--- src/irq_ctrl_pkg.sv ---
// package: register map, bit positions and timing of the interrupt controller
// assumes: 32-bit ahb-lite register bus, 50 MHz i_mclk
package irq_ctrl_pkg;

  // register byte addresses (index times four; printed offsets not words)
  localparam int unsigned ICTL_IDX_LO = 32'h0000000b;
  localparam int unsigned ICTL_IDX_HI = 32'h0000008b;
  localparam int unsigned PFLG_IDX    = 32'h0000000c;
  localparam int unsigned PENA_IDX    = 32'h0000008c;
  localparam int unsigned CORE_IDX    = 32'h000000c0;
  localparam logic [11:0] ICTL_ADDR_LO = 12'(ICTL_IDX_LO * 4);
  localparam logic [11:0] ICTL_ADDR_HI = 12'(ICTL_IDX_HI * 4);
  localparam logic [11:0] PFLG_ADDR    = 12'(PFLG_IDX * 4);
  localparam logic [11:0] PENA_ADDR    = 12'(PENA_IDX * 4);
  localparam logic [11:0] CORE_ADDR    = 12'(CORE_IDX * 4);

  // interrupt_control bits
  localparam int GLB_EN_BIT = 7;
  localparam int PER_EN_BIT = 6;
  localparam int T0E_BIT  = 5;
  localparam int EXE_BIT  = 4;
  localparam int PCE_BIT  = 3;
  localparam int T0F_BIT  = 2;
  localparam int EXF_BIT  = 1;
  localparam int PCF_BIT  = 0;
  // peripheral flag/enable bits
  localparam int EEW_BIT  = 7;
  localparam int ADC_BIT  = 6;
  localparam int CMP_BIT  = 3;
  localparam int TM1_BIT  = 0;
  localparam logic [7:0] PERIPH_MASK = 8'hc9;
  // core control register bits
  localparam int EDGE_BIT = 0;
  localparam int SLP_BIT  = 1;

  localparam logic [7:0]  ICTL_RST    = 8'h00;
  localparam logic [7:0]  PREG_RST    = 8'h00;
  localparam logic [7:0]  TMR_ROLL_HI = 8'hff;
  localparam logic [7:0]  TMR_ROLL_LO = 8'h00;
  localparam logic [15:0] IRQ_VECTOR  = 16'h0004;
  localparam logic [1:0]  HTRANS_NSEQ = 2'b10;
  localparam logic [2:0]  HSIZE_WORD  = 3'b010;

  // timing: instruction cycle is four i_mclk cycles (q1..q4)
  localparam int TCY_NS      = 80;
  localparam int CLK_NS      = 20;
  localparam int Q_PER_TCY   = TCY_NS / CLK_NS;
  localparam int LAT_TCY     = 3;
  localparam logic [3:0] LAT_CYCLES = 4'(LAT_TCY * Q_PER_TCY);

  typedef enum logic [1:0] {
    Q1 = 2'b00,
    Q2 = 2'b01,
    Q3 = 2'b10,
    Q4 = 2'b11
  } qphase_t;

  typedef struct packed {
    logic ext_pin;
    logic timer0_roll;
    logic adc_done;
    logic cmp_change;
    logic tmr1_roll;
    logic eeprom_done;
  } src_events_t;

  typedef struct packed {
    logic        vector_req;
    logic [15:0] vector_addr;
    logic        wake;
  } core_req_t;

endpackage

--- src/irq_ctrl.sv ---
// interrupt controller of an 8-bit microcontroller core
// assumes: ahb-lite single slave, peripherals and core on i_mclk,
// ext pin and port pins asynchronous
//
// Our own choice: the AHB-Lite register port.
`timescale 1ns/1ps

module irq_ctrl #(
  parameter int PORT_W = 6
) (
  input  wire logic                      i_mclk,
  input  wire logic                      i_rst,
  input  wire logic                      i_por,
  input  wire logic [31:0]               i_haddr,
  input  wire logic [1:0]                i_htrans,
  input  wire logic                      i_hwrite,
  input  wire logic [2:0]                i_hsize,
  input  wire logic [31:0]               i_hwdata,
  input  wire logic                      i_hsel,
  input  wire logic                      i_hready,
  output logic [31:0]                    o_hrdata,
  output logic                           o_hreadyout,
  output logic                           o_hresp,
  input  wire logic                      i_ext_irq_pin,
  input  wire logic [PORT_W-1:0]         i_port_pins,
  input  wire logic [PORT_W-1:0]         i_per_pin_change_mask,
  input  wire logic [7:0]                i_timer0_count,
  input  wire irq_ctrl_pkg::src_events_t i_events,
  input  wire logic                      i_return_from_interrupt,
  input  wire logic [15:0]               i_return_pc,
  output irq_ctrl_pkg::core_req_t        o_core,
  output logic [15:0]                    o_saved_pc,
  output logic [1:0]                     o_qphase
);

  // ------------------------------------------------------------------
  // bus slave
  // ------------------------------------------------------------------
  logic        wr_pend_reg;
  logic [11:0] wr_addr_reg;
  logic        rd_pend_reg;
  logic [11:0] rd_addr_reg;
  wire         take      = i_hsel && i_hready &&
                           i_htrans == irq_ctrl_pkg::HTRANS_NSEQ;
  wire  [11:0] a_addr    = i_haddr[11:0];
  wire         sel_ictl  = wr_addr_reg == irq_ctrl_pkg::ICTL_ADDR_LO ||
                           wr_addr_reg == irq_ctrl_pkg::ICTL_ADDR_HI;
  wire         wr_ictl   = wr_pend_reg && sel_ictl;
  wire         wr_pflg   = wr_pend_reg &&
                           wr_addr_reg == irq_ctrl_pkg::PFLG_ADDR;
  wire         wr_pena   = wr_pend_reg &&
                           wr_addr_reg == irq_ctrl_pkg::PENA_ADDR;
  wire         wr_core   = wr_pend_reg &&
                           wr_addr_reg == irq_ctrl_pkg::CORE_ADDR;
  wire  [7:0]  wdat      = i_hwdata[7:0];

  always_ff @(posedge i_mclk) begin
    if (i_rst) begin
      wr_pend_reg <= 1'b0;
      rd_pend_reg <= 1'b0;
      wr_addr_reg <= 12'h000;
      rd_addr_reg <= 12'h000;
    end else begin
      wr_pend_reg <= take && i_hwrite;
      rd_pend_reg <= take && !i_hwrite;
      wr_addr_reg <= a_addr;
      rd_addr_reg <= a_addr;
    end
  end

  assign o_hreadyout = 1'b1;
  assign o_hresp     = 1'b0;

  // ------------------------------------------------------------------
  // instruction phase counter
  // ------------------------------------------------------------------
  irq_ctrl_pkg::qphase_t q_reg;
  irq_ctrl_pkg::qphase_t q_next;
  always_comb begin
    unique case (q_reg)
      irq_ctrl_pkg::Q1: q_next = irq_ctrl_pkg::Q2;
      irq_ctrl_pkg::Q2: q_next = irq_ctrl_pkg::Q3;
      irq_ctrl_pkg::Q3: q_next = irq_ctrl_pkg::Q4;
      irq_ctrl_pkg::Q4: q_next = irq_ctrl_pkg::Q1;
    endcase
  end
  always_ff @(posedge i_mclk) begin
    if (i_rst) q_reg <= irq_ctrl_pkg::Q1;
    else       q_reg <= q_next;
  end
  assign o_qphase = q_reg;

  // ------------------------------------------------------------------
  // pin synchronisers and edge detection
  // ------------------------------------------------------------------
  logic              ext_s1_reg;
  logic              ext_s2_reg;
  logic              ext_d_reg;
  logic [PORT_W-1:0] port_s1_reg;
  logic [PORT_W-1:0] port_s2_reg;
  logic [PORT_W-1:0] port_latch_reg;
  logic [7:0]        tmr_d_reg;
  logic [7:0]        core_ctl_reg;

  always_ff @(posedge i_mclk) begin
    if (i_rst) begin
      ext_s1_reg  <= 1'b0;
      ext_s2_reg  <= 1'b0;
      ext_d_reg   <= 1'b0;
      port_s1_reg <= '0;
      port_s2_reg <= '0;
      tmr_d_reg   <= irq_ctrl_pkg::TMR_ROLL_LO;
    end else begin
      ext_s1_reg  <= i_ext_irq_pin;
      ext_s2_reg  <= ext_s1_reg;
      ext_d_reg   <= ext_s2_reg;
      port_s1_reg <= i_port_pins;
      port_s2_reg <= port_s1_reg;
      tmr_d_reg   <= i_timer0_count;
    end
  end

  wire edge_rise = core_ctl_reg[irq_ctrl_pkg::EDGE_BIT];
  wire ext_edge  = edge_rise ? (ext_s2_reg && !ext_d_reg)
                             : (!ext_s2_reg && ext_d_reg);
  wire ext_win   = q_reg == irq_ctrl_pkg::Q4 || q_reg == irq_ctrl_pkg::Q1;
  wire tmr_roll  = (tmr_d_reg == irq_ctrl_pkg::TMR_ROLL_HI &&
                    i_timer0_count == irq_ctrl_pkg::TMR_ROLL_LO) ||
                   i_events.timer0_roll;
  wire [PORT_W-1:0] port_diff = (port_s2_reg ^ port_latch_reg) &
                                i_per_pin_change_mask;
  // latch refreshed at q2 end drops change
  wire port_rd   = q_reg == irq_ctrl_pkg::Q2;
  wire port_chg  = |port_diff && !port_rd;

  always_ff @(posedge i_mclk) begin
    if (i_rst)        port_latch_reg <= '0;
    else if (port_rd) port_latch_reg <= port_s2_reg;
  end

  // ------------------------------------------------------------------
  // flag and enable registers
  // ------------------------------------------------------------------
  logic [7:0]  ictl_reg;
  logic [7:0]  ictl_next;
  logic [7:0]  pflg_reg;
  logic [7:0]  pflg_next;
  logic [7:0]  pena_reg;
  logic        accept;

  // seven sources, hardware sets beat clears
  wire [7:0] pflg_set = {i_events.eeprom_done, i_events.adc_done, 2'b00,
                         i_events.cmp_change, 2'b00, i_events.tmr1_roll};
  wire [7:0] ictl_set = {5'b00000, tmr_roll, ext_edge && ext_win, port_chg};

  always_comb begin
    ictl_next = ictl_reg;
    if (wr_ictl) ictl_next = wdat;
    ictl_next = ictl_next | ictl_set;
    if (i_return_from_interrupt) ictl_next[irq_ctrl_pkg::GLB_EN_BIT] = 1'b1;
    if (accept) ictl_next[irq_ctrl_pkg::GLB_EN_BIT] = 1'b0;
  end

  always_comb begin
    pflg_next = pflg_reg;
    if (wr_pflg) pflg_next = wdat;
    pflg_next = (pflg_next | pflg_set) & irq_ctrl_pkg::PERIPH_MASK;
  end

  always_ff @(posedge i_mclk) begin
    if (i_rst) begin
      // reset clears, warm keeps port flag
      ictl_reg <= irq_ctrl_pkg::ICTL_RST;
      if (!i_por) ictl_reg[irq_ctrl_pkg::PCF_BIT] <=
                   ictl_reg[irq_ctrl_pkg::PCF_BIT];
      pflg_reg     <= irq_ctrl_pkg::PREG_RST;
      pena_reg     <= irq_ctrl_pkg::PREG_RST;
      core_ctl_reg <= irq_ctrl_pkg::PREG_RST;
    end else begin
      ictl_reg <= ictl_next;
      pflg_reg <= pflg_next;
      if (wr_pena) pena_reg <= wdat & irq_ctrl_pkg::PERIPH_MASK;
      if (wr_core) core_ctl_reg <= wdat;
    end
  end

  // ------------------------------------------------------------------
  // request gating and vectoring
  // ------------------------------------------------------------------
  // individual enables
  wire main_req  = (ictl_reg[irq_ctrl_pkg::T0E_BIT] &&
                    ictl_reg[irq_ctrl_pkg::T0F_BIT]) ||
                   (ictl_reg[irq_ctrl_pkg::EXE_BIT] &&
                    ictl_reg[irq_ctrl_pkg::EXF_BIT]) ||
                   (ictl_reg[irq_ctrl_pkg::PCE_BIT] &&
                    ictl_reg[irq_ctrl_pkg::PCF_BIT]);
  wire per_any   = |(pflg_reg & pena_reg);
  wire per_req   = per_any && ictl_reg[irq_ctrl_pkg::PER_EN_BIT];
  wire wake_src  = main_req || per_any;
  wire gated     = (main_req || per_req) && ictl_reg[irq_ctrl_pkg::GLB_EN_BIT];

  logic [3:0]  lat_cnt_reg;
  logic        pend_reg;
  logic [15:0] saved_pc_reg;
  logic        vec_reg;

  // sampled at q1; a cleared enable aborts the wait
  wire sample    = q_reg == irq_ctrl_pkg::Q1;
  // vector three instruction cycles after sample
  assign accept  = pend_reg && lat_cnt_reg == irq_ctrl_pkg::LAT_CYCLES - 4'h1
                   && gated;

  always_ff @(posedge i_mclk) begin
    if (i_rst) begin
      pend_reg       <= 1'b0;
      lat_cnt_reg    <= 4'h0;
    end else begin
      if (!gated || accept) begin
        pend_reg    <= 1'b0;
        lat_cnt_reg <= 4'h0;
      end else if (!pend_reg && sample) begin
        pend_reg    <= 1'b1;
        lat_cnt_reg <= 4'h1;
      end else if (pend_reg) begin
        lat_cnt_reg <= lat_cnt_reg + 4'h1;
      end
    end
  end

  always_ff @(posedge i_mclk) begin
    if (i_rst) begin
      saved_pc_reg <= 16'h0000;
      vec_reg      <= 1'b0;
    end else begin
      vec_reg <= accept;
      if (accept) saved_pc_reg <= i_return_pc;
    end
  end

  assign o_core.vector_req  = vec_reg;
  assign o_core.vector_addr = irq_ctrl_pkg::IRQ_VECTOR;
  // wake while sleeping with enabled source
  assign o_core.wake        = wake_src && core_ctl_reg[irq_ctrl_pkg::SLP_BIT];
  assign o_saved_pc         = saved_pc_reg;

  // ------------------------------------------------------------------
  // read mux
  // ------------------------------------------------------------------
  wire [7:0] rd_byte =
    (rd_addr_reg == irq_ctrl_pkg::ICTL_ADDR_LO ||
     rd_addr_reg == irq_ctrl_pkg::ICTL_ADDR_HI) ? ictl_reg :
    rd_addr_reg == irq_ctrl_pkg::PFLG_ADDR ? pflg_reg :
    rd_addr_reg == irq_ctrl_pkg::PENA_ADDR ? pena_reg :
    rd_addr_reg == irq_ctrl_pkg::CORE_ADDR ? core_ctl_reg : 8'h00;
  assign o_hrdata = rd_pend_reg ? {24'h000000, rd_byte} : 32'h00000000;

  // ------------------------------------------------------------------
  // checks
  // ------------------------------------------------------------------
  wire glb_en = ictl_reg[irq_ctrl_pkg::GLB_EN_BIT];
  wire per_en = ictl_reg[irq_ctrl_pkg::PER_EN_BIT];
endmodule

--- config.mk ---
export PLATFORM = sky130hd
export DESIGN_NAME = irq_ctrl
export DESIGN_NICKNAME = d
export VERILOG_FILES = /design/src/irq_ctrl_pkg.sv /design/src/irq_ctrl.sv
export SDC_FILE = /design/constraint.sdc
export NUM_CORES = 1
export LEC_CHECK = 0
export BUFFER_PORTS_ARGS = -buffer_cell sky130_fd_sc_hd__clkbuf_2
export CELL_PAD_IN_SITES_DETAIL_PLACEMENT = 0
export CELL_PAD_IN_SITES_GLOBAL_PLACEMENT = 1
export CORE_ASPECT_RATIO = 1.5
export CORE_MARGIN = 3
export CORE_UTILIZATION = 30
export DETAILED_ROUTE_END_ITERATION = 10
export PLACE_DENSITY = 0.85
export SYNTH_ARGS = -nofsm -noshare
export SYNTH_HDL_FRONTEND = slang
export SYNTH_SLANG_ARGS = --single-unit
export TNS_END_PERCENT = 50
--- constraint.sdc ---
create_clock -name i_mclk -period 1.5 [get_ports i_mclk]
set_input_delay 0.15 -clock i_mclk [delete_from_list [all_inputs] [get_ports i_mclk]]
set_output_delay 0.15 -clock i_mclk [all_outputs]
set_load 0.01 [all_outputs]
==> results.py <==
metrics = {
    "clock_tree": {
        "clock_sink_count": 91,
        "number_of_h_tree_branching_levels": 3,
        "clock_tree.buffer_depth": 2,
        "tritoncts.num_buffers": 9,
        "clock_tree.root_cell": "sky130_fd_sc_hd__clkbuf_16",
        "clk_transition_reported_paths_ps": 70,
        "cts_tree": "built",
        "worstSkewPairLatency_ps": 340,
    },
    "sta": {
        "period_minus_slack_ps": 2008,
        "report.final.setup_viol": 48,
        "worst_hold_slack_ps": 10.46,
        "rsz_0062_raised_after_global_routing": "true",
        "final_clock_skew_ps": 7.762,
        "max_clock_freq_mhz": 498.0,
        "hold_viol_final": 0,
        "final.setup.worst_slack_ps": -508.1,
        "finalSetupTns_ps": -6803,
        "report.final.slew_viol_count": 0,
        "tcrit_tclk_final": 1.339,
    },
    "detailed_routing": {
        "route.met2.wl_um": 5669,
        "drcViolationCount": 0,
        "detail_route.vias_per_cell": 4.901,
        "wl_per_cell_um": 14.58,
        "via_count": 3651,
        "totalWireLength_um": 10860,
        "met3_wirelength_um": 678,
        "uppermost_routed_layer": "met4",
        "drt-initial-drc-count": 258,
        "first_pass_iters": 5,
        "final_antenna_net_count": 0,
        "detailed_route_wire_length_on_metal_1_um": 4224,
    },
    "hold_path": {
        "holdCritStartpoint": "i_haddr[10]",
        "hp-class": "in -> reg",
    },
    "worst_setup_path": {
        "r2r_setup_slack_ps": -170,
        "path_class": "reg -> out",
        "timing.rr.start": "rd_addr_reg[3]$_SDFF_PP0_",
        "timing.critical_path.fanout_max": 4,
        "data_arrival_time_at_the_worst_slack_endpoint_ps": 1860,
        "worstSetupStartpointType": "flop",
        "critical_path_required_ps": 1350,
        "worst_setup_path_end_kind": "primary output",
        "worst_setup_path_startpoint": "rd_addr_reg[4]$_SDFF_PP0_",
    },
    "place": {
        "place.detailed.instances": 709,
        "hpwl_um": 7700,
        "io_buffer_count": 98,
        "place_area_sq_mm": 0.004832,
        "place_congestion": 0.8296,
    },
    "floorplan": {
        "die-area_sq_mm": 0.01502,
        "row_count": 51,
        "die_h_um": 148.6,
        "core-area_sq_mm": 0.01315,
        "initial_utilization": 0.3093,
        "fp.dieW_um": 101.1,
        "pin_count": 189,
    },
    "synth": {
        "post-synth-top-area-cell": "sky130_fd_sc_hd__dfxtp_1",
        "synth.cell_area_sq_mm": 0.004066,
        "syn_avg_cell_area_sq_um": 9.221,
        "synth-seq-cells": 91,
        "number_of_cells_produced_by_synthesis": 441,
        "leading_cell_types_by_total_area_after_synthesis": "sky130_fd_sc_hd__dfxtp_1, sky130_fd_sc_hd__buf_4, sky130_fd_sc_hd__nor2b_1",
        "synth_cell_types": 53,
        "synthArstFlopShare": 0,
        "yosys_warnings": 0,
        "synth_top_area_share": 0.4431,
        "synthFlopType": "sky130_fd_sc_hd__dfxtp_1",
        "synth_edf_count": 1,
        "synth_sequential_area_ratio": 0.4505,
    },
    "global_route": {
        "globalRoute.totalOverflow": 0,
        "antenna_found_initial": 0,
        "gr-usage-all-layers": 0.1362,
        "wire_length_of_the_first_global_routing_pass_um": 16340,
        "via_count_of_the_first_global_routing_pass": 3427,
        "pin_count_of_the_biggest_net_entering_global_routing": 30,
    },
    "pwr": {
        "cellPowerDensity_mw_per_mm2": 958.7,
        "p_leak_nw": 2.298,
        "ir_worst_vdd_mv": 0.4702,
    },
    "run_status": {
        "failed_checks": "setup timing",
        "run_status": "complete, but fails checks",
    },
    "cells_and_area": {
        "share_of_layout_cells_above_drive_strength_1": 0.4249,
        "largest_reg_flops": 16,
        "final_net_count": 704,
        "nFillCells": 1285,
        "final_cell_count_no_fill": 745,
        "insertedDiodeCount": 0,
        "post-route-cell-area_sq_mm": 0.005623,
        "areaGrowthSynthToFinish_pct": 38.28,
    },
    "job": {
        "drv_cap": 0,
    },
}
## synthesized netlist by cell type (all sizes together), types with 2 or more instances
cell,number
nor4,4
a21oi,43
a22o,2
and2,3
nand3b,2
nand4,4
a311oi,5
o21ai,16
clkbuf,14
a32oi,4
and3,3
a211oi,5
ha,4
nor2,20
conb,2
o211ai,17
and4,3
a22oi,8
nor3b,4
dfxtp,90
inv,3
nand3,40
buf,55
xor2,7
nand2,12
nor2b,42
mux2i,9
a21o,5
## routing by layer
metal	up-vias	track usage
li1	1767	-
met1	1703	0.1579
met2	160	0.2428
met3	21	0.02299
met4	0	0.05655
met5	-	0
## worst max-delay path, cell delays in order (launching register included)
cell and delay [ps]:
sky130_fd_sc_hd__dfxtp_1 400, sky130_fd_sc_hd__buf_4 150, sky130_fd_sc_hd__nor2b_1 190, sky130_fd_sc_hd__buf_4 160, sky130_fd_sc_hd__nand3_1 80, sky130_fd_sc_hd__a21o_1 200, sky130_fd_sc_hd__a21oi_2 180, sky130_fd_sc_hd__clkbuf_2 160
## layout make-up
| cell class | count | area [sq um] | area share |
|---|---|---|---|
| Multi-Input combinational cell | 318 | 2190 | 0.3894 |
| Tap cell | 159 | 198.9 | 0.03538 |
| Timing Repair Buffer | 158 | 1082 | 0.1925 |
| Clock inverter | 7 | 66.31 | 0.01179 |
| Inverter | 3 | 11.26 | 0.002003 |
| Sequential cell | 91 | 1849 | 0.3289 |
| Clock buffer | 9 | 225.2 | 0.04005 |
## layout by cell type (no fill, tap or decap), types with 7 or more instances in the layout
| cell type | instances |
|---|---|
| sky130_fd_sc_hd__xor2_1 | 7 |
| sky130_fd_sc_hd__a21oi_2 | 18 |
| sky130_fd_sc_hd__clkbuf_16 | 11 |
| sky130_fd_sc_hd__buf_6 | 11 |
| sky130_fd_sc_hd__conb_1 | 42 |
| sky130_fd_sc_hd__o211ai_1 | 17 |
| sky130_fd_sc_hd__dfxtp_2 | 11 |
| sky130_fd_sc_hd__buf_4 | 43 |
| sky130_fd_sc_hd__nand3_1 | 26 |
| sky130_fd_sc_hd__o21ai_1 | 7 |
| sky130_fd_sc_hd__mux2i_1 | 8 |
| sky130_fd_sc_hd__nor2b_1 | 40 |
| sky130_fd_sc_hd__nor2_1 | 20 |
| sky130_fd_sc_hd__nand3_2 | 12 |
| sky130_fd_sc_hd__dfxtp_1 | 78 |
| sky130_fd_sc_hd__clkbuf_2 | 92 |
| sky130_fd_sc_hd__nand2_1 | 9 |
| sky130_fd_sc_hd__a21oi_1 | 25 |
| sky130_fd_sc_hd__o21ai_0 | 7 |
## metrics by stage
step	worst slack (ps)	power (mW)	util
after global routing	-587.8	5.655	0.4278
after CTS	-499.0	5.421	0.4018
after floorplan	-61.21	3.022	-
final	-508.1	5.391	0.4278
after detailed placement	-208.5	3.191	0.3676
after global placement	-181.4	3.170	0.3676
## repair_timing
item                                    CTS  global route
setup buffers                             7             9
endpoints found under the setup margin   23            54
endpoints found under the hold margin     1             0
hold buffers                              1             0
cloned                                    0             4
pin swaps                                21            44
resized for setup                        31            68
## kinds of logic (layout without fill, tap and decap cells)
| kind of cell | count (synthesis) | after routing | share of synthesized area |
|---|---|---|---|
| simple gates | 144 | 144 | 0.2092 |
| compound gates | 111 | 111 | 0.1748 |
| flops | 91 | 91 | 0.4505 |
| buf+inv | 72 | 177 | 0.1120 |
| mux | 9 | 9 | 0.02215 |
| xor+xnor | 8 | 8 | 0.01723 |
| fa+ha+maj | 4 | 4 | 0.01231 |
| other cells | 2 | 42 | 0.001847 |
## worst paths after layout
kind	to	cells after the start
hold / removal	rd_addr_reg[10]$_SDFF_PP0_	2
setup / recovery	o_hrdata[0]	7
hold reg to reg	port_s2_reg[2]$_SDFF_PP0_	1
setup reg to reg	core_ctl_reg[0]$_SDFFE_PP0P_	8
## power breakdown
group	total, mW	switching (mW)	internal, mW
combinational	0.610	0.323	0.286
clock	2.20	1.03	1.17
sequential	2.58	0.0658	2.51
total	5.39	1.42	3.97
Power figures use the tool's default switching activity.
